`src/poc_params.svh`:
```
// Purpose: register offsets, field positions, reset values and ranges of the node controller
// Assumes: included by its bare name
// Notes: definitions only
`ifndef POC_PARAMS_SVH
`define POC_PARAMS_SVH

// ************************************************************
// register offsets (byte addresses)
// ************************************************************
`define OFS_CTRL 8'h00
`define OFS_TIMING 8'h04
`define OFS_SYNC 8'h08
`define OFS_SLOT 8'h0C
`define OFS_STATUS 8'h10

// ************************************************************
// control register fields
// ************************************************************
`define CTRL_START_BIT 0
`define CTRL_STOP_BIT 1
`define CTRL_HALT_EN_BIT 4
`define CTRL_SLEEP_EN_BIT 5

// ************************************************************
// field positions
// ************************************************************
`define TIMING_WIN_LSB 0
`define TIMING_PAIR_LSB 16
`define SYNC_DAMP_LSB 0
`define SYNC_CHAN_LSB 8
`define SYNC_DEC_LSB 16
`define STAT_STATE_LSB 0
`define STAT_COLD_BIT 8
`define STAT_SLEEP_BIT 9
`define STAT_PAIRS_LSB 16

// ************************************************************
// ranges and reset values
// ************************************************************
`define WIN_MAX 11'h753
`define WIN_RESET 11'h000
`define PAIR_RESET 5'h00
`define DAMP_MAX 5'h14
`define DAMP_RESET 5'h00
`define DEC_MIN 8'h0E
`define DEC_MAX 8'h8F
`define DEC_RESET 8'h0E
`define CHAN_A 2'h1
`define CHAN_B 2'h2
`define CHAN_AB 2'h3
`define SLOT_RESET 11'h000

`endif

```
`src/poc_pkg.sv`:
```
// Purpose: types shared by the node controller files
// Assumes: nothing
// Notes: states are one-hot
`default_nettype none

package poc_pkg;

  typedef enum logic [5:0] {
    POC_CONFIG = 6'h01,
    POC_READY = 6'h02,
    POC_STARTUP = 6'h04,
    POC_ACTIVE = 6'h08,
    POC_PASSIVE = 6'h10,
    POC_HALT = 6'h20
  } poc_state_t;

  typedef logic signed [15:0] mt_t;

endpackage

`default_nettype wire

```
`src/poc_sync_if.sv`:
```
// Purpose: carries configuration and results between controller and sync arithmetic
// Assumes: single clock
// Notes: controller owns configuration
`default_nettype none

interface poc_sync_if;
  import poc_pkg::*;
  logic [10:0] accept_window;
  logic [4:0] damping;
  logic [7:0] decode_corr;
  logic accept;
  mt_t deviation;
  mt_t rate_corr;

  modport ctrl (output accept_window, damping, decode_corr, input accept, deviation, rate_corr);
  modport calc (input accept_window, damping, decode_corr, output accept, deviation, rate_corr);
endinterface

`default_nettype wire

```
`src/poc_node_ctrl.sv`:
```
// Purpose: protocol operation control and configuration registers of one cluster node
// Assumes: APB slave, zero wait states; cluster events are one-cycle pulses on ref_clk_in
// Notes: configuration is frozen while communication runs
// Functional notes
// - accept startup frames only when deviation lies within window of 0..1875 MT
// - halt on clock errors is allowed when the halt flag is set; default cleared
// - with halt flag cleared, clock errors leave the node normal-passive
// - promote passive to active after configured count (0..31) of valid cycle pairs
// - pair count zero means the node is never promoted from normal-passive to active
// - writing sleep flag true while asleep keeps node asleep at once
// - writing sleep flag false wakes the node locally at once
// - starting while asleep with sleep flag true holds ready until a wakeup pattern arrives
// - stop with sleep flag true puts node back to sleep
// - stop with sleep flag false keeps prior sleep or awake state
// - drift damping factor 0..20 MT applied in rate correction
// - coldstart indicator false when startup slot number is zero
// - nonzero startup slot: send startup frame there, coldstart true
// - channel encoding 1 A, 2 B, 3 both; default both
// - decoding correction 14..143 MT gives secondary to primary offset
// - clock sync compares primary point with expected sync frame arrival
`default_nettype none
`include "poc_params.svh"

module poc_node_ctrl
  import poc_pkg::*;
(
  // clock and reset
  input wire logic ref_clk_in,
  input wire logic rst_b_in,
  // apb slave
  input wire logic psel_in,
  input wire logic penable_in,
  input wire logic pwrite_in,
  input wire logic [7:0] paddr_in,
  input wire logic [31:0] pwdata_in,
  output logic [31:0] prdata_out,
  output logic pready_out,
  output logic pslverr_out,
  // cluster events
  input wire logic integrated_in,
  input wire logic clock_error_in,
  input wire logic cycle_end_in,
  input wire logic cycle_odd_in,
  input wire logic corr_valid_in,
  input wire logic wakeup_a_in,
  input wire logic wakeup_b_in,
  input wire logic [10:0] slot_in,
  input wire logic slot_start_in,
  // clock sync measurements
  input wire mt_t start_dev_in,
  input wire logic sync_frame_in,
  input wire mt_t secondary_trp_in,
  input wire mt_t expected_in,
  input wire mt_t raw_rate_in,
  // node outputs
  output logic [5:0] poc_state_out,
  output logic asleep_out,
  output logic coldstart_out,
  output logic tx_startup_out,
  output logic [1:0] channels_out,
  output logic startup_accept_out,
  output logic [15:0] deviation_out,
  output logic [15:0] rate_corr_out
);

  // ************************************************************
  // helpers
  // ************************************************************
  function automatic logic [10:0] clamp11(input logic [31:0] v, input logic [10:0] lo,
                                          input logic [10:0] hi);
    if (v < {21'h000000, lo})
      clamp11 = lo;
    else if (v > {21'h000000, hi})
      clamp11 = hi;
    else
      clamp11 = v[10:0];
  endfunction

  function automatic logic [1:0] chan_fix(input logic [1:0] v);
    chan_fix = (v == 2'h0) ? `CHAN_AB : v;
  endfunction

  // ************************************************************
  // state and configuration
  // ************************************************************
  poc_state_t state_q;
  poc_state_t state_d;
  logic halt_en_q;
  logic sleep_en_q;
  logic asleep_q;
  logic [10:0] window_q;
  logic [4:0] pair_cfg_q;
  logic [4:0] damp_q;
  logic [1:0] chan_q;
  logic [7:0] dec_q;
  logic [10:0] slot_q;
  logic [4:0] pairs_q;
  logic even_ok_q;
  logic [31:0] prdata_q;
  logic tx_q;

  poc_sync_if sync ();

  // ************************************************************
  // apb decode
  // ************************************************************
  logic setup;
  logic wr;
  logic mapped;
  logic stopped;
  logic start_cmd;
  logic stop_cmd;
  logic wake_seen;

  assign setup = psel_in & ~penable_in;
  assign wr = psel_in & penable_in & pwrite_in;
  assign mapped = (paddr_in == `OFS_CTRL) || (paddr_in == `OFS_TIMING) ||
                  (paddr_in == `OFS_SYNC) || (paddr_in == `OFS_SLOT) ||
                  (paddr_in == `OFS_STATUS);
  assign pready_out = 1'b1;
  assign pslverr_out = psel_in & penable_in & ~mapped;
  assign stopped = (state_q == POC_CONFIG) || (state_q == POC_READY) || (state_q == POC_HALT);
  assign start_cmd = wr && (paddr_in == `OFS_CTRL) && pwdata_in[`CTRL_START_BIT];
  assign stop_cmd = wr && (paddr_in == `OFS_CTRL) && pwdata_in[`CTRL_STOP_BIT];
  // a wakeup only counts on a connected channel
  assign wake_seen = (wakeup_a_in & chan_q[0]) | (wakeup_b_in & chan_q[1]);

  // ************************************************************
  // configuration registers
  // ************************************************************
  always_ff @(posedge ref_clk_in or negedge rst_b_in)
    if (!rst_b_in)
    begin
      halt_en_q <= 1'b0;
      sleep_en_q <= 1'b0;
    end
    else if (wr && (paddr_in == `OFS_CTRL) && stopped)
    begin
      halt_en_q <= pwdata_in[`CTRL_HALT_EN_BIT];
      sleep_en_q <= pwdata_in[`CTRL_SLEEP_EN_BIT];
    end

  always_ff @(posedge ref_clk_in or negedge rst_b_in)
    if (!rst_b_in)
    begin
      window_q <= `WIN_RESET;
      pair_cfg_q <= `PAIR_RESET;
    end
    else if (wr && (paddr_in == `OFS_TIMING) && stopped)
    begin
      window_q <= clamp11({21'h000000, pwdata_in[`TIMING_WIN_LSB +: 11]}, 11'h000,
                          `WIN_MAX);
      pair_cfg_q <= pwdata_in[`TIMING_PAIR_LSB +: 5];
    end

  always_ff @(posedge ref_clk_in or negedge rst_b_in)
    if (!rst_b_in)
    begin
      damp_q <= `DAMP_RESET;
      chan_q <= `CHAN_AB;
      dec_q <= `DEC_RESET;
    end
    else if (wr && (paddr_in == `OFS_SYNC) && stopped)
    begin
      damp_q <= 5'(clamp11({27'h0000000, pwdata_in[`SYNC_DAMP_LSB +: 5]}, 11'h000,
                        {6'h00, `DAMP_MAX}));
      chan_q <= chan_fix(pwdata_in[`SYNC_CHAN_LSB +: 2]);
      dec_q <= 8'(clamp11({24'h000000, pwdata_in[`SYNC_DEC_LSB +: 8]}, {3'h0, `DEC_MIN},
                       {3'h0, `DEC_MAX}));
    end

  always_ff @(posedge ref_clk_in or negedge rst_b_in)
    if (!rst_b_in)
      slot_q <= `SLOT_RESET;
    else if (wr && (paddr_in == `OFS_SLOT) && stopped)
      slot_q <= pwdata_in[10:0];

  // ************************************************************
  // sleep handling
  // ************************************************************
  always_ff @(posedge ref_clk_in or negedge rst_b_in)
    if (!rst_b_in)
      asleep_q <= 1'b0;
    else if (wr && (paddr_in == `OFS_CTRL) && stopped && !pwdata_in[`CTRL_SLEEP_EN_BIT])
      asleep_q <= 1'b0;
    else if (wr && (paddr_in == `OFS_CTRL) && stopped && asleep_q)
      asleep_q <= 1'b1;
    else if (stop_cmd && !stopped)
      asleep_q <= sleep_en_q ? 1'b1 : asleep_q;
    else if ((state_q == POC_READY) && wake_seen)
      asleep_q <= 1'b0;

  // ************************************************************
  // protocol operation control
  // ************************************************************
  always_comb
  begin
    state_d = state_q;
    case (state_q)
      POC_CONFIG, POC_READY, POC_HALT:
      begin
        if (start_cmd)
          state_d = asleep_q ? POC_READY : POC_STARTUP;
        else if ((state_q == POC_READY) && asleep_q && wake_seen)
          state_d = POC_STARTUP;
        else if (state_q == POC_CONFIG)
          state_d = POC_CONFIG;
      end
      POC_STARTUP:
      begin
        if (stop_cmd)
          state_d = POC_READY;
        else if (integrated_in)
          state_d = POC_ACTIVE;
      end
      POC_ACTIVE:
      begin
        if (stop_cmd)
          state_d = POC_READY;
        else if (clock_error_in)
          state_d = POC_PASSIVE;
      end
      POC_PASSIVE:
      begin
        if (stop_cmd)
          state_d = POC_READY;
        else if (clock_error_in)
          state_d = halt_en_q ? POC_HALT : POC_PASSIVE;
        else if (cycle_end_in && cycle_odd_in && even_ok_q && corr_valid_in &&
                 (pair_cfg_q != 5'h00) && (pairs_q + 5'h01 >= pair_cfg_q))
          state_d = POC_ACTIVE;
      end
      default:
        state_d = POC_CONFIG;
    endcase
  end

  always_ff @(posedge ref_clk_in or negedge rst_b_in)
    if (!rst_b_in)
      state_q <= POC_CONFIG;
    else
      state_q <= state_d;

  // consecutive valid even/odd pairs while passive
  always_ff @(posedge ref_clk_in or negedge rst_b_in)
    if (!rst_b_in)
    begin
      even_ok_q <= 1'b0;
      pairs_q <= 5'h00;
    end
    else if (state_q != POC_PASSIVE)
    begin
      even_ok_q <= 1'b0;
      pairs_q <= 5'h00;
    end
    else if (cycle_end_in && !cycle_odd_in)
      even_ok_q <= corr_valid_in;
    else if (cycle_end_in && cycle_odd_in)
    begin
      even_ok_q <= 1'b0;
      pairs_q <= (even_ok_q && corr_valid_in && pairs_q != 5'h1F) ?
                 pairs_q + 5'h01 : 5'h00;
    end

  // ************************************************************
  // startup frame transmission
  // ************************************************************
  always_ff @(posedge ref_clk_in or negedge rst_b_in)
    if (!rst_b_in)
      tx_q <= 1'b0;
    else
      tx_q <= slot_start_in && (slot_q != 11'h000) && (slot_in == slot_q) &&
              !stopped;

  // ************************************************************
  // read data
  // ************************************************************
  always_ff @(posedge ref_clk_in or negedge rst_b_in)
    if (!rst_b_in)
      prdata_q <= 32'h00000000;
    else if (setup && !pwrite_in)
    begin
      case (paddr_in)
        `OFS_CTRL:
          prdata_q <= {26'h0000000, sleep_en_q, halt_en_q, 4'h0};
        `OFS_TIMING:
          prdata_q <= {11'h000, pair_cfg_q, 5'h00, window_q};
        `OFS_SYNC:
          prdata_q <= {8'h00, dec_q, 6'h00, chan_q, 3'h0, damp_q};
        `OFS_SLOT:
          prdata_q <= {21'h000000, slot_q};
        `OFS_STATUS:
          prdata_q <= {11'h000, pairs_q, 6'h00, asleep_q, (slot_q != 11'h000),
                       2'h0, state_q};
        default:
          prdata_q <= 32'h00000000;
      endcase
    end

  // ************************************************************
  // sync arithmetic and outputs
  // ************************************************************
  assign sync.accept_window = window_q;
  assign sync.damping = damp_q;
  assign sync.decode_corr = dec_q;

  poc_sync_calc u_calc (
    .ref_clk_in(ref_clk_in),
    .rst_b_in(rst_b_in),
    .sync(sync.calc),
    .start_dev_in(start_dev_in),
    .sync_frame_in(sync_frame_in),
    .secondary_trp_in(secondary_trp_in),
    .expected_in(expected_in),
    .raw_rate_in(raw_rate_in)
  );

  assign prdata_out = prdata_q;
  assign poc_state_out = state_q;
  assign asleep_out = asleep_q;
  assign coldstart_out = (slot_q != 11'h000);
  assign tx_startup_out = tx_q;
  assign channels_out = chan_q;
  assign startup_accept_out = sync.accept & (state_q == POC_STARTUP);
  assign deviation_out = sync.deviation;
  assign rate_corr_out = sync.rate_corr;

endmodule

`default_nettype wire

```
`src/poc_sync_calc.sv`:
```
// Purpose: startup acceptance, time reference offset and drift damping arithmetic
// Assumes: inputs synchronous to the clock
// Notes: results are registered
`default_nettype none
`include "poc_params.svh"

module poc_sync_calc
  import poc_pkg::*;
(
  input wire logic ref_clk_in,
  input wire logic rst_b_in,
  poc_sync_if.calc sync,
  // measurements
  input wire mt_t start_dev_in,
  input wire logic sync_frame_in,
  input wire mt_t secondary_trp_in,
  input wire mt_t expected_in,
  input wire mt_t raw_rate_in
);

  function automatic mt_t mag(input mt_t v);
    mag = v[15] ? -v : v;
  endfunction

  // startup frame deviation inside the accepted window
  always_ff @(posedge ref_clk_in or negedge rst_b_in)
    if (!rst_b_in)
      sync.accept <= 1'b0;
    else
      sync.accept <= (mag(start_dev_in) <= mt_t'({5'h00, sync.accept_window}));

  // primary point is secondary minus decoding correction, compared with expected arrival
  always_ff @(posedge ref_clk_in or negedge rst_b_in)
    if (!rst_b_in)
      sync.deviation <= 16'sh0000;
    else if (sync_frame_in)
      sync.deviation <= secondary_trp_in - mt_t'({8'h00, sync.decode_corr}) - expected_in;

  // drift damping shrinks the rate correction toward zero
  always_ff @(posedge ref_clk_in or negedge rst_b_in)
    if (!rst_b_in)
      sync.rate_corr <= 16'sh0000;
    else if (mag(raw_rate_in) <= mt_t'({11'h000, sync.damping}))
      sync.rate_corr <= 16'sh0000;
    else if (raw_rate_in[15])
      sync.rate_corr <= raw_rate_in + mt_t'({11'h000, sync.damping});
    else
      sync.rate_corr <= raw_rate_in - mt_t'({11'h000, sync.damping});

endmodule

`default_nettype wire

```
`config.mk`:
```
export PLATFORM = sky130hd
export DESIGN_NAME = poc_node_ctrl
export DESIGN_NICKNAME = d
export VERILOG_FILES = /design/src/poc_pkg.sv /design/src/poc_sync_if.sv /design/src/poc_node_ctrl.sv /design/src/poc_sync_calc.sv
export VERILOG_INCLUDE_DIRS = /design/src /design/src/src
export SDC_FILE = /design/constraint.sdc
export NUM_CORES = 1
export LEC_CHECK = 0
export ABC_AREA = 1
export BUFFER_PORTS_ARGS = -buffer_cell sky130_fd_sc_hd__buf_2
export CELL_PAD_IN_SITES_DETAIL_PLACEMENT = 0
export CELL_PAD_IN_SITES_GLOBAL_PLACEMENT = 2
export CORE_MARGIN = 1.5
export CORE_UTILIZATION = 27
export DETAILED_ROUTE_END_ITERATION = 16
export GPL_TIMING_DRIVEN = 1
export PLACE_DENSITY_LB_ADDON = 0.1
export SETUP_SLACK_MARGIN = 0.1
export SLEW_MARGIN = 30
export SYNTH_ARGS = -nofsm -noshare
export SYNTH_HDL_FRONTEND = slang
export SYNTH_SLANG_ARGS = --single-unit
```
`constraint.sdc`:
```
create_clock -name ref_clk_in -period 2.25 [get_ports ref_clk_in]
set_input_delay 0.45 -clock ref_clk_in [delete_from_list [all_inputs] [get_ports ref_clk_in]]
set_output_delay 0.45 -clock ref_clk_in [all_outputs]
set_load 0.005 [all_outputs]
```
After elaboration in Yosys (flattened, before gate mapping)
Index checks and enable logic that the tools add are counted.
{"block": "totals", "reg_bits": 123, "inputBits": 129, "word_cells": 144}
{"block": "classes", "addsub": 7, "order_cmp": 7, "n_eq_ne": 19, "muxes": 35, "bitwise": 10, "reduce_logical": 49}
{"op": "$pmux 24 s5", "n": 1}
{"op": "$mux 6", "n": 11}
{"op": "$mux 16", "n": 4}
{"op": "$neg 16->16", "n": 2}
{"op": "$logic_and 1x1->1", "n": 28}
{"op": "$mux 5", "n": 5}
{"op": "$pmux 6 s4", "n": 1}
{"op": "$add 16x6->16", "n": 1}
{"op": "$eq 8x4->1 const B", "n": 2}
{"op": "$le 16x12->1", "n": 1}
{"op": "$le 16x6->1", "n": 1}
{"op": "$mux 8", "n": 2}
{"op": "$sub 16x16->16", "n": 1}
{"op": "$sub 16x6->16", "n": 1}
{"op": "$sub 16x9->16", "n": 1}
{"op": "$ne 4x4->1 const B", "n": 3}
{"op": "$eq 11x11->1", "n": 1}
{"op": "$gt 11x11->1 const B", "n": 1}
{"op": "$mux 11", "n": 1}
{"op": "$reduce_bool 11->1", "n": 1}
{"op": "$eq 8x3->1 const B", "n": 1}
{"op": "$eq 8x5->1 const B", "n": 1}
{"op": "$gt 8x8->1 const B", "n": 1}
{"op": "$logic_not 8->1", "n": 1}
{"op": "other kinds (30)", "n": 54}

Logic depth before layout (Yosys ltp)
Gate-level depths: netlist of the first run.
{"block": "depth", "ltp_word": 9, "depth_mapped": 19, "ltp_nobuf": 18}

Modules after synthesis
Synthesis of the first run repeated with hierarchy kept, for this count alone.
{"block": "unflattened", "hier_cells": 1224, "hier_area_um2": 8674.6}
{"module": "poc_node_ctrl", "n_inst": 1, "cells_each": 566, "area_per_inst_um2": 4367.9, "seq_area_each_um2": 1934.4}
{"module": "poc_sync_calc", "n_inst": 1, "cells_each": 658, "area_per_inst_um2": 4306.6, "seq_area_each_um2": 825.8}

Worst setup path before layout of the first run
OpenSTA, ideal clock, no wires.
{"block": "synth_path", "path_kind": "input -> register", "startpoint": "input raw_rate_in[15]", "endpoint": "register u_calc.sync.rate_corr[12]", "setup_ns": 0.114, "arrival_ns": 2.630, "t_required_ns": 2.136, "setup_slack_ns": -0.495, "path_stages": 15, "n_path_buf": 3, "path_cell_list": "buf_2 buf_2 clkbuf_1 nand2_1 o21ai_0 inv_1 fa_1 o21ai_0 a21oi_1 o21bai_1 nand3_1 nand2_1 nand2_1 nand2_1 nor2_1"}
{"block": "synth_via", "elab_chain_len": 4, "word_cells_on_any_way": 5, "cone_classes": "1 x add/sub; 1 x order compare; 3 x mux"}
{"element": "from (decl)", "line_no": "poc_node_ctrl.sv:54", "text": "input wire mt_t raw_rate_in,"}
{"element": "$neg 16->16", "line_no": "poc_sync_calc.sv:22", "text": "mag = v[15] ? -v : v;"}
{"element": "$mux 16", "line_no": "poc_sync_calc.sv:22"}
{"element": "$le 16x6->1", "line_no": "poc_sync_calc.sv:43", "text": "else if (mag(raw_rate_in) <= mt_t'({11'h000, sync.damping}))"}
{"element": "$mux 16 *", "line_no": "poc_sync_calc.sv:43"}
{"element": "to (signal assigned)", "line_no": "poc_sync_calc.sv:46", "text": "sync.rate_corr <= raw_rate_in + mt_t'({11'h000, sync.damping});"}
{"element": "to (signal assigned)", "line_no": "poc_sync_calc.sv:48", "text": "sync.rate_corr <= raw_rate_in - mt_t'({11'h000, sync.damping});"}
{"element": "to (decl)", "line_no": "poc_sync_if.sv:16", "text": "modport calc (input accept_window, damping, decode_corr, output accept, deviation, rate_corr);"}
Every way passes the cells marked *; elsewhere a longest branch is shown, timed or not.
A chain may end at the register's enable or synchronous reset.

Worst setup path in the final report of the first run
{"block": "layout_path", "startpoint": "register damp_q[0]", "endpoint": "register u_calc.sync.rate_corr[9]"}
{"block": "layout_via", "elab_chain_len": 3, "word_cells_on_any_way": 5, "cone_classes": "2 x add/sub; 1 x order compare; 2 x mux"}
{"element": "from (decl)", "line_no": "poc_node_ctrl.sv:93", "text": "logic [4:0] damp_q;"}
{"element": "from (signal assigned)", "line_no": "poc_node_ctrl.sv:159", "text": "damp_q <= `DAMP_RESET;"}
{"element": "from (signal assigned)", "line_no": "poc_node_ctrl.sv:165", "text": "damp_q <= 5'(clamp11({27'h0000000, pwdata_in[`SYNC_DAMP_LSB +: 5]}, 11'h000,"}
{"element": "$sub 16x6->16 / $add 16x6->16 (equally long branches)", "line_no": "poc_sync_calc.sv:48, poc_sync_calc.sv:46"}
{"element": "$mux 16", "line_no": "poc_sync_calc.sv:45", "text": "else if (raw_rate_in[15])"}
{"element": "$mux 16 *", "line_no": "poc_sync_calc.sv:43"}
Marks and branches as above.

==> results of run 1 <==
-- what timing repair did --
item,CTS,global route
gates cloned,1,0
setup endpoints to repair,33,41
endpoints found under the hold margin,0,0
resized for setup,59,66
pin swaps,42,33
buffers inserted,9,7
-- sequential cells by signal (all words and copies together) (netlist names) --
register and count:
damp_q 5, pair_cfg_q 5, slot_q 11, prdata_out 19, even_ok_q 1, u_calc.sync.rate_corr 16, poc_state_out 6, asleep_out 1
halt_en_q 1, u_calc.sync.deviation 16, tx_startup_out 1, pairs_q 5, dec_q 8, channels_out 2, sleep_en_q 1, u_calc.sync.accept 1
sync.accept_window 11
-- cell type report --
class	count	share of cell area
timing repair buffer	332	0.1785
multi-input combinational	838	0.4586
tap	396	0.04171
clock inverter	4	0.004635
inverter	198	0.06257
clock buffer	12	0.02159
sequential	110	0.2324
-- critical path, stage by stage, from the launching register on --
cell and delay (ns):
sky130_fd_sc_hd__dfrtp_1 0.39, sky130_fd_sc_hd__inv_2 0.08, sky130_fd_sc_hd__ha_4 0.14, sky130_fd_sc_hd__inv_2 0.04
sky130_fd_sc_hd__nor3_2 0.11, sky130_fd_sc_hd__ha_2 0.29, sky130_fd_sc_hd__nand2_1 0.05, sky130_fd_sc_hd__o21ai_1 0.06
sky130_fd_sc_hd__ha_1 0.31, sky130_fd_sc_hd__a21o_1 0.22, sky130_fd_sc_hd__a21oi_4 0.18, sky130_fd_sc_hd__buf_6 0.14
sky130_fd_sc_hd__nor2_4 0.03, sky130_fd_sc_hd__o21ai_2 0.11, sky130_fd_sc_hd__xor2_1 0.16, sky130_fd_sc_hd__nor2_1 0.06
-- power groups by stage --
stage          registers (µW)  clock network, µW  logic [µW]
2_1_floorplan            2250                  0         985
3_3_place_gp             2250                  0        1800
3_5_place_dp             2250                  0        1800
4_1_cts                  2210               1800        1930
5_1_grt                  2230               1860        2270
6_report                 2220               1720        2020
-- cells by family after synthesis --
family                     synth area share
adders and majority gates            0.1190
AOI/OAI and AO/OA                    0.1478
muxes                              0.002665
other                             0.0008887
and+or+nand+nor                      0.2536
buffers and inverters                0.1110
xor gates and xnor gates            0.03835
DFF                                  0.3266
-- Yosys cell counts, drive strengths merged (7+ instances only) --
| cell | number | area share |
|---|---|---|
| a31oi | 8 | 0.0059 |
| o21ai | 110 | 0.066 |
| xnor2 | 11 | 0.011 |
| fa | 9 | 0.021 |
| nor2 | 100 | 0.052 |
| inv | 196 | 0.087 |
| nand4 | 22 | 0.017 |
| buf | 23 | 0.020 |
| dfrtp | 104 | 0.31 |
| a21oi | 59 | 0.035 |
| xor2 | 26 | 0.027 |
| nand3 | 65 | 0.040 |
| clkbuf | 7 | 0.0031 |
| nor4 | 7 | 0.0070 |
| ha | 66 | 0.098 |
| nand2 | 262 | 0.12 |
| nor3 | 21 | 0.012 |
| o22ai | 20 | 0.015 |
-- stage by stage --
stage	utilization	area [µm²]	std cells
6_report	0.3873	11880	1890
5_1_grt	0.3873	11880	1890
4_1_cts	0.3758	11520	1884
3_5_place_dp	0.3553	10900	1859
3_3_place_gp	0.3553	10900	1859
2_1_floorplan	-	8657	1175
-- metal layers --
metal  track usage  share of wire  up-vias
met2        0.3002           0.47      151
li1              -              -     4426
met4       0.03433          0.011        2
met3       0.02573          0.038       18
met1        0.2444           0.48     3902
met5             0        0.00035        -
-- worst min-delay path by stage --
stage	endpoint	slack, ns	depth (start not counted)
6_report	u_calc.sync.deviation[13]	0.12	2
3_5_place_dp	u_calc.sync.deviation[15]	0.46	2
5_1_grt	u_calc.sync.deviation[14]	0.20	2
4_1_cts	u_calc.sync.deviation[14]	0.19	2
2_1_floorplan	asleep_out	0.15	0
3_3_place_gp	prdata_out[0]	0.46	2
==> reports/results.txt, run 1 <==
For the filler cell count in the final layout, the log shows 3,309. Max-cap violations in this run came to 0. The timing-limited maximum frequency was 0.4054 GHz; the mean routed wirelength per cell was 15.15 µm. The portion of total power attributed to sequential cells came out at 0.372.

The first detailed-routing pass ran for 4 iterations. The first global-routing pass estimated 46,020 µm of wire. The global-route total usage across every layer is 0.1788. For flop-to-flop paths, the worst setup slack is -0.22 ns. The logs give 0 for the total inserted antenna cells and 1973 µW for the net switching power.

Across the VDD grid, the largest voltage drop is 394.6 µV. Number of hold violations in the final report: 0. Clock-pin slew was measured on the worst setup and hold paths at 0.07 ns.

For the worst setup slack after placement, the log shows -0.3314 ns. The HPWL after detailed placement was 22,870 µm. For the quantity of hold-fixing buffers added after cts, the log shows 0. The worst hold path belongs to the class in -> async.

The tools report the end of the worst register-to-register path as u_calc.sync.rate_corr[9]. For the worst slew slack as a fraction of its limit, the log shows 0.3840. The clock period minus worst slack is 2.467 ns, and the static leakage is 0.006284 µW. In this run the tool buffered the top-level ports with 179 buffer cells. The layout net count is 1,693.

The mapped netlist covers 8451 µm². The logs give 0.7834 for the routability-driven placement congestion ratio and 2.71 ns for the arrival time at the worst endpoint. The number of synthesized flops with an enable pin came out at 0.

The most used flip-flop cell after synthesis was sky130_fd_sc_hd__dfrtp_1. Along the worst path, the maximum fanout reaches 3. The first routing iteration left 417 violations. The final critical-path share of the clock period was 1.096.

The launch point of the critical path is damp_q[0]. The tools report the total power of the final layout as 5955 µW. Initial antenna violation count: 1. For the max-slew violation total from the final report, the log shows 0.

For the final routed database, the setup TNS stands at -2.731 ns. In this run the count of I/O pins placed on the die edge is 207. The core outline area was 30,670 µm²; the required time of the critical path was 2.49 ns. The number of vias in the routed layout came out at 8,499.

In this run the mean area of a mapped cell was 7.266 µm². The tools report the capture point of the worst path as u_calc.sync.rate_corr[9]. Synthesis handed over a netlist of 1,163 instances. The flow ran to the end, but the final reports show violations. The nature of the critical path endpoint is a flop. Counting cells, the worst reg-to-reg path comes to 15. The floorplan step defined a die boundary enclosing 32,370 µm². Setup repair after global routing could not meet its margin everywhere. After synthesis, the netlist uses 51 different library cells. The critical path is of the reg -> reg type.

The number of vias per cell after detailed routing was 4.497. The switching share of power was 0.3314. At the pin with the least slew margin, the transition time is 0.9231 ns. Summed over all layers, the global routing overflow is 0. Row generation in the floorplan step produced 64 rows.

The clock net in this run drives a total of 110 sinks. Clock network fraction of design power: 0.288. The share of synthesized registers carrying an async set or reset works out to 1.000.

The proportion of synthesized chip area in sequential cells came out at 0.3266. The combinational group share of total power is 0.340, and the worst hold margin is 0.1247 ns. The number of buffers added by the clock tree synthesis step is 9, and the H-tree depth is 3. Die boundary height: 179.9 µm. The tools report the cell at the root of the clock tree as sky130_fd_sc_hd__clkbuf_16. The area growth from synthesis to layout is 40.57%. TritonCTS built the clock tree. The synthesized flop and latch total was 110; the slack of the critical path was -0.2169 ns. In the layout the commonest cells are sky130_fd_sc_hd__nand2_1 (243), sky130_fd_sc_hd__inv_1 (184), sky130_fd_sc_hd__buf_2 (178), sky130_fd_sc_hd__buf_4 (139), sky130_fd_sc_hd__dfrtp_1 (104). For this run, design rule violations remaining after detail routing come to 0. The power per cell area works out to 501.3 nW/µm². The worst register-to-register path begins at damp_q[0]. The number of setup violations in the final report was 22; the number of global-route vias before repair was 8,513.

STA classifies the critical path startpoint as a flop. Entering global routing, the biggest net connects 111 pins. The checks that failed: negative setup slack. Across the whole layout, storage elements account for 2760 µm². The clock passes through at most 2 buffers. The initial core utilization was 0.2755.

The horizontal extent of the die is 179.9 µm. The tools report the internal power as 3982 µW. Most frequent standard cell in the layout excluding fill and tap cells: sky130_fd_sc_hd__nand2_1.

Remaining antenna violation count after routing: 0. Across the routed clock network, the largest skew measured is 0.01718 ns. The routed design has 28,630 µm of wire. In the final layout, the multi-input gates occupy 5448 µm².

The number of warning messages in the yosys log was 0; the fraction of final layout cells sized beyond drive strength 1 was 0.3327. Clock latency on the worst-skew pair, taken at its later pin, is 0.36 ns.
(Power assumes the default switching activity.)
==> inputs of run 2 (changes only) <==
- ABC_AREA: 1 -> not set
- CORE_UTILIZATION: 27 -> 29
- PLACE_DENSITY_LB_ADDON: 0.1 -> 0.25
==> run 2 against run 1 <==
  * The run still ends with negative setup slack left
  * Design area rose by 3.7%
  * Clock power shrank 6%
  * Register-to-register slack got worse by 0.21 ns
  * Critical path type unchanged
  * Critical endpoint is now u_calc.sync.deviation[10]
==> reports/results.txt, run 2 <==
The unique cell type count in the Yosys netlist was 81 (+59%); the compound-gate portion of the synthesized area was 0.1947 (+0.04699). The count of placed standard cells including taps came out at 1,607 (-14%). The first-pass iteration count of the detailed router came out at 6 (+2).

TritonCTS built the clock tree. The die boundary height is 171.1 µm (-4.9%), and the largest incremental delay on the critical path is 0.54 ns (+0.15 ns). Walking the worst path, the cells encountered are inv_2 > fa_1 > ha_4 > nor2b_4 > o2111ai_4 > a21oi_4 > o21a_1 > or3_1 > a31o_2. The number of synthesized flops with an enable pin was 0 (unchanged).

The number of warning messages in the yosys log is 0 (unchanged), and the met1 track demand over resource in global routing is 0.2425 (-0.001881). By count the netlist is led by sky130_fd_sc_hd__dfrtp_1 (104), sky130_fd_sc_hd__inv_1 (81), sky130_fd_sc_hd__nand2_1 (70), sky130_fd_sc_hd__ha_1 (66), sky130_fd_sc_hd__o21ai_0 (46). The logs give 0.009935 ns (-0.007241 ns) for the setup skew after layout and 7,974 (-6.3%) for the number of global-route vias before repair.

The core outline area is 27,780 µm² (-9.4%). Total clock sinks: 110 (unchanged). The fraction of met3 tracks used by global routing was 0.03192 (+0.006193); the remaining design rule violation count was 0 (unchanged).

The tools report the post-layout instance count excluding filler cells as 1,651 (-13%). The cell at the root of the clock tree is sky130_fd_sc_hd__clkbuf_16. Setup repair after global routing could not meet its margin everywhere.

The gate count after technology mapping is 905 (-22%), and the max-capacitance violation count is 0 (unchanged). The clock edge transition at the registers on the reported setup and hold paths came out at 0.09 ns (+0.02 ns). The biggest area contributor in the post-synthesis netlist is sky130_fd_sc_hd__dfrtp_1. The mean routed wirelength per cell came out at 16.12 µm (+6.4%). By instance count, the leading cell after synthesis is sky130_fd_sc_hd__dfrtp_1.

The horizontal extent of the die is 171.1 µm (-4.9%). The number of stages on the worst setup path works out to 9 (-6). The proportion of netlist area held by the largest area contributor is 0.3175 (+0.009495).

The transition at the pin with the smallest max-transition slack was 0.5681 ns (-0.3550 ns); the count of buffering cells on the critical path with inverters included was 1 (-2). The logs give 21,200 µm (-7.3%) for the HPWL after detailed placement and 0.37 ns (about the same) for the clock insertion delay at the later pin of the skew report. The logs give 0.3367 (+0.01007) for the proportion of synthesized chip area in sequential cells and 0.2951 (+0.01954) for the initial core utilization.

The layout overhead on the synthesized area is 50.32%. After synthesis, the cell types taking the most area are sky130_fd_sc_hd__dfrtp_1 (32%), sky130_fd_sc_hd__ha_1 (10%), sky130_fd_sc_hd__xnor2_1 (3.8%). The number of vias per cell after detailed routing is 4.812 (+7.0%). The site row count was 61 (-4.7%); the total wire length after detailed routing was 26,610 µm (-7.0%). The kind of path behind the tightest hold check is in -> async. The simple-gate area share of the yosys netlist works out to 0.1743 (-0.07933). Number of flip-flops in the largest register: 19 (unchanged). The H-tree depth is 3 (unchanged). The routability-driven placement congestion ratio came out at 0.8174 (+4.3%). The first-iteration detailed-routing DRC count is 392 (-6.0%). The number of I/O pins was 207 (unchanged); the worst-case clock buffer depth was 2 (unchanged). Leaving out fill and tap cells, the most frequent cell in the layout is sky130_fd_sc_hd__buf_4. Share of synthesized registers carrying an async set or reset: 1.000 (unchanged). The number of hold violations in the final report is 0 (unchanged). Type of the setup path with the least slack: reg -> reg.

The synthesized area is 8198 µm² (-3.0%), and the length in cells of the worst reg-to-reg path is 9 (-6). The synthesized flop and latch total is 110 (unchanged). The max-slew violation total from the final report was 0 (unchanged); the total inserted antenna cells was 0 (unchanged). Leaving out fill and tap cells, the most frequent cells in the layout are sky130_fd_sc_hd__buf_4 (190), sky130_fd_sc_hd__buf_2 (173), sky130_fd_sc_hd__dfrtp_1 (102), sky130_fd_sc_hd__inv_1 (69), sky130_fd_sc_hd__nand2_1 (64). The run gives 0 (unchanged) as the total overflow reported by the global router. The adder-cell area share of the yosys netlist was 0.1227 (+0.003670); the number of setup violations in the final report was 26 (+18%). The maximum net fanout on the critical path is 3 (unchanged). Critical path's top delay family: compound AO/OA/AOI/OAI gates. The run gives 0.1846 (+0.005831) as the global-route total usage across every layer. The tools report the filler cell count in the final layout as 2,797 (-15%). The number of port buffers is 179 (unchanged), and the worst hold margin is 0.07143 ns (-0.05330 ns).

The XOR/XNOR share of the synthesized area works out to 0.05342 (+0.01507). The timing-limited maximum frequency was 0.3740 GHz (-7.7%); the layout net count was 1,472 (-13%). The tools report the number of vias in the routed layout as 7,945 (-6.5%). Largest family of logic cells by synthesized area: compound AO/OA/AOI/OAI gates. The final critical-path share of the clock period was 1.188 (+0.09195); the initial antenna violation count was 0 (-1). Static leakage: 0.005790 µW (-7.9%). The clock period minus worst slack works out to 2.674 ns (+0.2069 ns). The final reports fail on negative setup slack. The average cell area after synthesis was 9.058 µm² (+25%); the worst slew slack as a fraction of its limit was 0.6213 (+0.2373). For the slack of the critical path, the log shows -0.4238 ns (-0.2069 ns). The nature of the critical path endpoint was a flop. The busiest layer in global routing is met2. The wire length of the first global-routing pass came out at 41,920 µm (-8.9%). The flow ran to the end, but the final reports show violations.

The launching element type of the critical path was a flop. The post-synthesis mux area share works out to 0.05098 (+0.04831). The fraction of final layout cells sized beyond drive strength 1 was 0.4478 (+0.1151). The remaining antenna violation count after routing is 0 (unchanged). The logs give 29,290 µm² (-9.5%) for the area of the die and 9 (unchanged) for the number of buffers added by the clock tree synthesis step. The tools report the quantity of hold-fixing buffers added after cts as 0 (unchanged).

The most used flip-flop cell after synthesis was sky130_fd_sc_hd__dfrtp_1. The logs give 41 (-63%) for the largest net degree at the start of global routing and 2.94 ns (+0.23 ns) for the arrival time at the worst endpoint. The worst vdd rail ir drop is 312.1 µV (-21%). The power per cell area came out at 471.4 nW/µm² (-6.0%). For this design, the slowest cell found on the critical path is sky130_fd_sc_hd__dfstp_2.

The fraction of met2 tracks used by global routing was 0.3132 (+0.01303); the required time of the critical path was 2.52 ns (+0.03 ns).
-- run 2: cell types whose count changed after synthesis, moves of 13 or more --
cell	change
sky130_fd_sc_hd__nand2_1	-185
sky130_fd_sc_hd__inv_1	-113
sky130_fd_sc_hd__nand3_1	-39
sky130_fd_sc_hd__nand2b_1	+14
sky130_fd_sc_hd__a21o_1	+13
sky130_fd_sc_hd__a21oi_1	-18
sky130_fd_sc_hd__o21ai_0	-54
sky130_fd_sc_hd__mux2_2	+18
sky130_fd_sc_hd__o22ai_1	-18
sky130_fd_sc_hd__nor3_1	+14
sky130_fd_sc_hd__nor2b_1	+13
sky130_fd_sc_hd__nor2_1	-43
sky130_fd_sc_hd__xnor2_1	+25
-- run 2: stage by stage --
stage / setup TNS (ns) / worst slack, ns / total power, µW / instance area [µm²] / util
finish: -6.225 / -0.4238 / 5809 / 12320 / 0.4436
global route: -9.313 / -0.5419 / 6171 / 12320 / 0.4436
CTS: -6.560 / -0.4433 / 5792 / 12010 / 0.4322
detailed placement: -19.59 / -0.5549 / 3986 / 11080 / 0.3988
global placement: -18.20 / -0.4934 / 3979 / 11080 / 0.3988
floorplan: -5.738 / -0.3685 / 3184 / 8637 / -
-- run 2: routing by layer --
metal | share of wire | vias up
met3 | 0.043 | 26
met1 | 0.46 | 3765
li1 | - | 3988
met4 | 0.016 | 0
met2 | 0.48 | 166
met5 | 0 | -
-- run 2: report_power, final --
part / total (µW) / switching (µW) / internal [µW]
Clock: 1620 / 840 / 784
Combinational: 1960 / 948 / 1010
Sequential: 2220 / 89.1 / 2130
-- run 2: kinds of logic (layout without fill, tap and decap cells) --
group	after synthesis	count (layout)
AOI/OAI and AO/OA	234	234
xor gates and xnor gates	50	50
adders and majority gates	75	75
buffers and inverters	125	481
DFF	110	110
muxes	38	38
other	2	14
and+or+nand+nor	271	271
-- run 2: timing repair --
item,4_1_cts,5_1_grt
buffers inserted,21,8
pin swaps,72,46
cloned,1,0
setup endpoints to repair,35,75
gates resized for setup,105,51
-- run 2: path summary, 6_finish.rpt --
path,start,end,slack (ns)
min reg2reg,prdata_out[0],prdata_out[0],0.48
min,rst_b_in,tx_startup_out,0.07
max in group asynchronous,rst_b_in,dec_q[1],1.53
max reg2reg,dec_q[2],u_calc.sync.deviation[10],-0.42
min in group ref_clk_in,integrated_in,poc_state_out[2],0.32
max,dec_q[2],u_calc.sync.deviation[10],-0.42
-- run 2: cell type report --
type                       count  area [µm²]  area share
multi-input combinational    682        5892      0.4781
sequential                   110        2763      0.2242
clock buffer                  10       229.0     0.01858
timing repair buffer         384        2582      0.2096
clock inverter                 6       62.56    0.005077
tap                          378       473.0     0.03838
inverter                      81       321.6     0.02609
==> inputs of run 3 (changes only) <==
- SYNTH_HIERARCHICAL: not set -> 1
==> run 3 against run 2 <==
  * The run still ends with negative setup slack left
  * First-iteration DRC count down 13%
  * Critical path depth increased by 1
  * Cell count down 2.0%
  * Die area grew 0.78%
  * Sequential power barely moved
  * Synthesized cell count decreased by 0.33%
  * Area after synthesis up 0.79%
  * Flip-flop and latch count did not move
  * Non-clock buffer count down 30
  * Clock power barely moved
  * Clock skew increased by 0.0033 ns
  * Critical path type unchanged
==> reports/results.txt, run 3 <==
Setup repair after global routing could not meet its margin everywhere. The site row count was 61 (unchanged). The number of global-route vias before repair is 7,701 (-3.4%). The highest routing layer actually used was met4. The root buffer cell chosen for the clock tree is sky130_fd_sc_hd__clkbuf_16. The logs give 2.50 ns (-0.02 ns) for the required time of the critical path and 314.5 µV (+0.76%) for the worst vdd rail ir drop.

For the filler cell count in the final layout, the log shows 2,855 (+2.1%). The clock insertion delay at the later pin of the skew report was 0.36 ns (about the same); the net switching power was 1838 µW (-2.1%). The tools report the HPWL after detailed placement as 20,570 µm (-3.0%). The XOR/XNOR share of the synthesized area was 0.05406 (+0.0006393). Switching share of power: 0.3239 (+0.0007476). The maximum net fanout on the critical path is 2 (-1), and the clock period minus worst slack is 2.867 ns (+0.1934 ns). The worst setup slack after placement is -0.9190 ns (-0.3641 ns). For the timing-limited maximum frequency, the log shows 0.3488 GHz (-6.7%).

Summed over all instances, the cell type with the most area after synthesis is sky130_fd_sc_hd__dfrtp_1. The tools report the reg2reg setup slack as -0.62 ns (-0.19 ns). The tools report the proportion of synthesized chip area in sequential cells as 0.3340 (-0.002651).

The checks that failed: negative setup slack. After synthesis, the most frequently instantiated cells are sky130_fd_sc_hd__dfrtp_1 (104), sky130_fd_sc_hd__inv_1 (81), sky130_fd_sc_hd__nand2_1 (71), sky130_fd_sc_hd__ha_1 (66), sky130_fd_sc_hd__o21ai_0 (55). The gate count after technology mapping was 902 (-0.33%). The logs give 0 (unchanged) for the remaining antenna violation count after routing and 12,830 µm (+1.1%) for the amount of wire on met2 after detailed routing. For the number of buffers added by the clock tree synthesis step, the log shows 9 (unchanged).

The slack of the critical path was -0.6171 ns (-0.1934 ns); the total power of the final layout was 5672 µW (-2.3%). Synthesized area: 8263 µm² (+0.79%). The first-iteration detailed-routing DRC count is 341 (-13%). The mean routed wirelength per cell is 16.28 µm (+1.0%). The tools report the total wire length after detailed routing as 26,350 µm (-1.0%). The most frequent standard cell in the layout excluding fill and tap cells is sky130_fd_sc_hd__buf_2. The number of synthesized flops with an enable pin was 0 (unchanged).

The clock edge transition at the registers on the reported setup and hold paths came out at 0.08 ns (about the same). The layout net count came out at 1,438 (-2.3%). Most used flip-flop cell after synthesis: sky130_fd_sc_hd__dfrtp_1.

The average cell area after synthesis is 9.161 µm² (+1.1%). Length in cells of the worst reg-to-reg path: 10 (+1). H-tree depth: 3 (unchanged).

The largest net degree at the start of global routing came out at 36 (-12%). The number of port buffers is 179 (unchanged), and the arrival time at the worst endpoint is 3.11 ns (+0.17 ns). The unique cell type count in the Yosys netlist came out at 83 (+2.5%). The number of I/O pins was 207 (unchanged). For the combinational group share of total power, the log shows 0.321 (-0.017).

For the portion of total power attributed to sequential cells, the log shows 0.391 (+0.009). The remaining design rule violation count came out at 0 (unchanged). The nature of the critical path endpoint is a flop. By area the synthesized netlist is led by sky130_fd_sc_hd__dfrtp_1 (31%), sky130_fd_sc_hd__ha_1 (10%), sky130_fd_sc_hd__xnor2_1 (3.9%). The tools report the number of vias in the routed layout as 7,707 (-3.0%).

The tools report the max-capacitance violation count as 0 (unchanged). The proportion of netlist area held by the largest area contributor is 0.3150 (-0.002500), and the synthesized flop and latch total is 110 (unchanged). Horizontal extent of the die: 171.8 µm (+0.39%). In this run the critical register-to-register path is launched from dec_q[2]. The run gives 0.1798 (-0.004819) as the global-route total usage across every layer. The library cells used most frequently in the layout, excluding fill and tap cells, are sky130_fd_sc_hd__buf_2 (174), sky130_fd_sc_hd__buf_4 (162), sky130_fd_sc_hd__dfrtp_1 (104), sky130_fd_sc_hd__inv_1 (75), sky130_fd_sc_hd__nand2_1 (67). The routed length on met3 is 1030 µm (-9.6%), and the wire length of the first global-routing pass is 41,100 µm (-1.9%). The tools report the initial core utilization as 0.2958 (+0.0007167).

Largest family of logic cells by synthesized area: simple AND/OR/NAND/NOR gates. The flow ran to the end, but the final reports show violations. For the worst slew slack as a fraction of its limit, the log shows 0.5851 (-0.03620).

The die boundary height is 171.8 µm (+0.39%). For the static leakage, the log shows 0.005619 µW (-3.0%). The area growth from synthesis to layout is 43.32%. The routability-driven placement congestion ratio came out at 0.8333 (+1.9%). The final critical-path share of the clock period came out at 1.274 (+0.08594). The number of setup violations in the final report was 29 (+12%); the number of hold violations in the final report was 0 (unchanged). Area of the die: 29,520 µm² (+0.78%). The worst setup path is of the reg -> reg kind. The worst-case clock buffer depth was 2 (unchanged).

The number of vias per cell after detailed routing was 4.763 (-1.0%). The worst hold margin was 0.05044 ns (-0.02099 ns); the post-synthesis mux area share was 0.05800 (+0.007018). The share of synthesized registers carrying an async set or reset works out to 1.000 (unchanged). The most common cell in the synthesized netlist is sky130_fd_sc_hd__dfrtp_1. The number of flip-flops in the largest register came out at 19 (unchanged). The total clock sinks is 110 (unchanged), and the fraction of final layout cells sized beyond drive strength 1 is 0.4358 (-0.01193). The end of the worst register-to-register path is u_calc/sync.deviation[14]. Number of warning messages in the yosys log: 6 (+6).

STA classifies the critical path startpoint as a flop. The transition at the pin with the smallest max-transition slack was 0.6137 ns (+0.04565 ns). The simple-gate area share of the yosys netlist was 0.1946 (+0.02028); the total overflow reported by the global router was 0 (unchanged).

The total negative slack was -10.09 ns (-3.862 ns); the compound-gate portion of the synthesized area was 0.1657 (-0.02909). The adder-cell area share of the yosys netlist was 0.1217 (-0.0009662); the max-slew violation total from the final report was 0 (unchanged). The tightest min-delay check is of the in -> async type. The core outline area is 27,930 µm² (+0.55%), and the internal power is 3835 µW (-2.5%). The initial antenna violation count was 1 (+1); the power per cell area was 479.0 nW/µm² (+1.6%). TritonCTS built the clock tree. For the first-pass iteration count of the detailed router, the log shows 5 (-1). The clock network fraction of design power was 0.288 (+0.008). The setup skew after layout is 0.01319 ns (+0.003251 ns).

The wire length on met1 was 12,200 µm (-1.3%).
-- run 3: power groups by stage --
stage / clock network [µW] / logic, µW / registers [µW]
final: 1630 / 1820 / 2220
after CTS: 1680 / 1730 / 2220
after detailed placement: 0 / 1610 / 2260
after global placement: 0 / 1620 / 2250
after global routing: 1760 / 2020 / 2240
after floorplan: 0 / 884 / 2240
-- run 3: worst max-delay path, cell delays in order, from the launching register on --
cell and delay, ns:
sky130_fd_sc_hd__dfstp_2 0.54, sky130_fd_sc_hd__inv_2 0.04, sky130_fd_sc_hd__fa_1 0.51, sky130_fd_sc_hd__ha_4 0.21, sky130_fd_sc_hd__nor2b_4 0.12, sky130_fd_sc_hd__o21ai_2 0.12
sky130_fd_sc_hd__a21o_1 0.18, sky130_fd_sc_hd__a211oi_2 0.09, sky130_fd_sc_hd__o311a_1 0.38, sky130_fd_sc_hd__o2111ai_2 0.16, sky130_fd_sc_hd__or3b_4 0.38
-- run 3: final cells by class --
cell class / count / area, µm² / share of cell area
repair buffers: 354 / 2360 / 0.1993
well taps: 378 / 473.0 / 0.03994
clock buffers: 10 / 229.0 / 0.01933
flip-flops and latches: 110 / 2760 / 0.2331
clock inverters: 6 / 52.55 / 0.004437
inverters: 81 / 310.3 / 0.02620
multi-input cells: 678 / 5655 / 0.4775
diodes: 1 / 2.502 / 0.0002113
-- run 3: worst max path at each step --
stage / start / endpoint / slack, ns / cells past startpoint
2_1_floorplan: dec_q[2] / u_calc/sync.deviation[14] / -0.56 / 10
3_3_place_gp: start_dev_in[0] / u_calc/sync.accept / -0.82 / 12
3_5_place_dp: start_dev_in[0] / u_calc/sync.accept / -0.92 / 12
4_1_cts: dec_q[2] / u_calc/sync.deviation[15] / -0.58 / 11
5_1_grt: damp_q[0] / u_calc/sync.rate_corr[15] / -0.75 / 13
6_report: dec_q[2] / u_calc/sync.deviation[14] / -0.62 / 10
-- run 3: through the flow --
step,cells,utilization,cell area [µm²]
global route,1618,0.4239,11840
floorplan,914,-,8559
global placement,1580,0.3890,10870
finish,1618,0.4239,11840
detailed placement,1580,0.3890,10870
CTS,1607,0.4132,11540
-- run 3: cell families after synthesis --
kind of cell | Yosys count
and+or+nand+nor | 296
AOI/OAI and AO/OA | 204
buffers and inverters | 126
DFF | 110
adders and majority gates | 75
xor gates and xnor gates | 51
muxes | 38
other | 2
-- run 3: routing by layer --
layer | track usage | vias up
met5 | 0 | -
met2 | 0.3112 | 162
li1 | - | 3884
met4 | 0.04045 | 0
met3 | 0.02324 | 17
met1 | 0.2377 | 3644
-- run 3: timing repair --
action	CTS	global route
setup endpoints to repair	40	36
resized for setup	63	50
hold endpoints to repair	0	0
buffers inserted	15	11
gates cloned	1	0
hold buffers	0	0
pin swaps	44	53
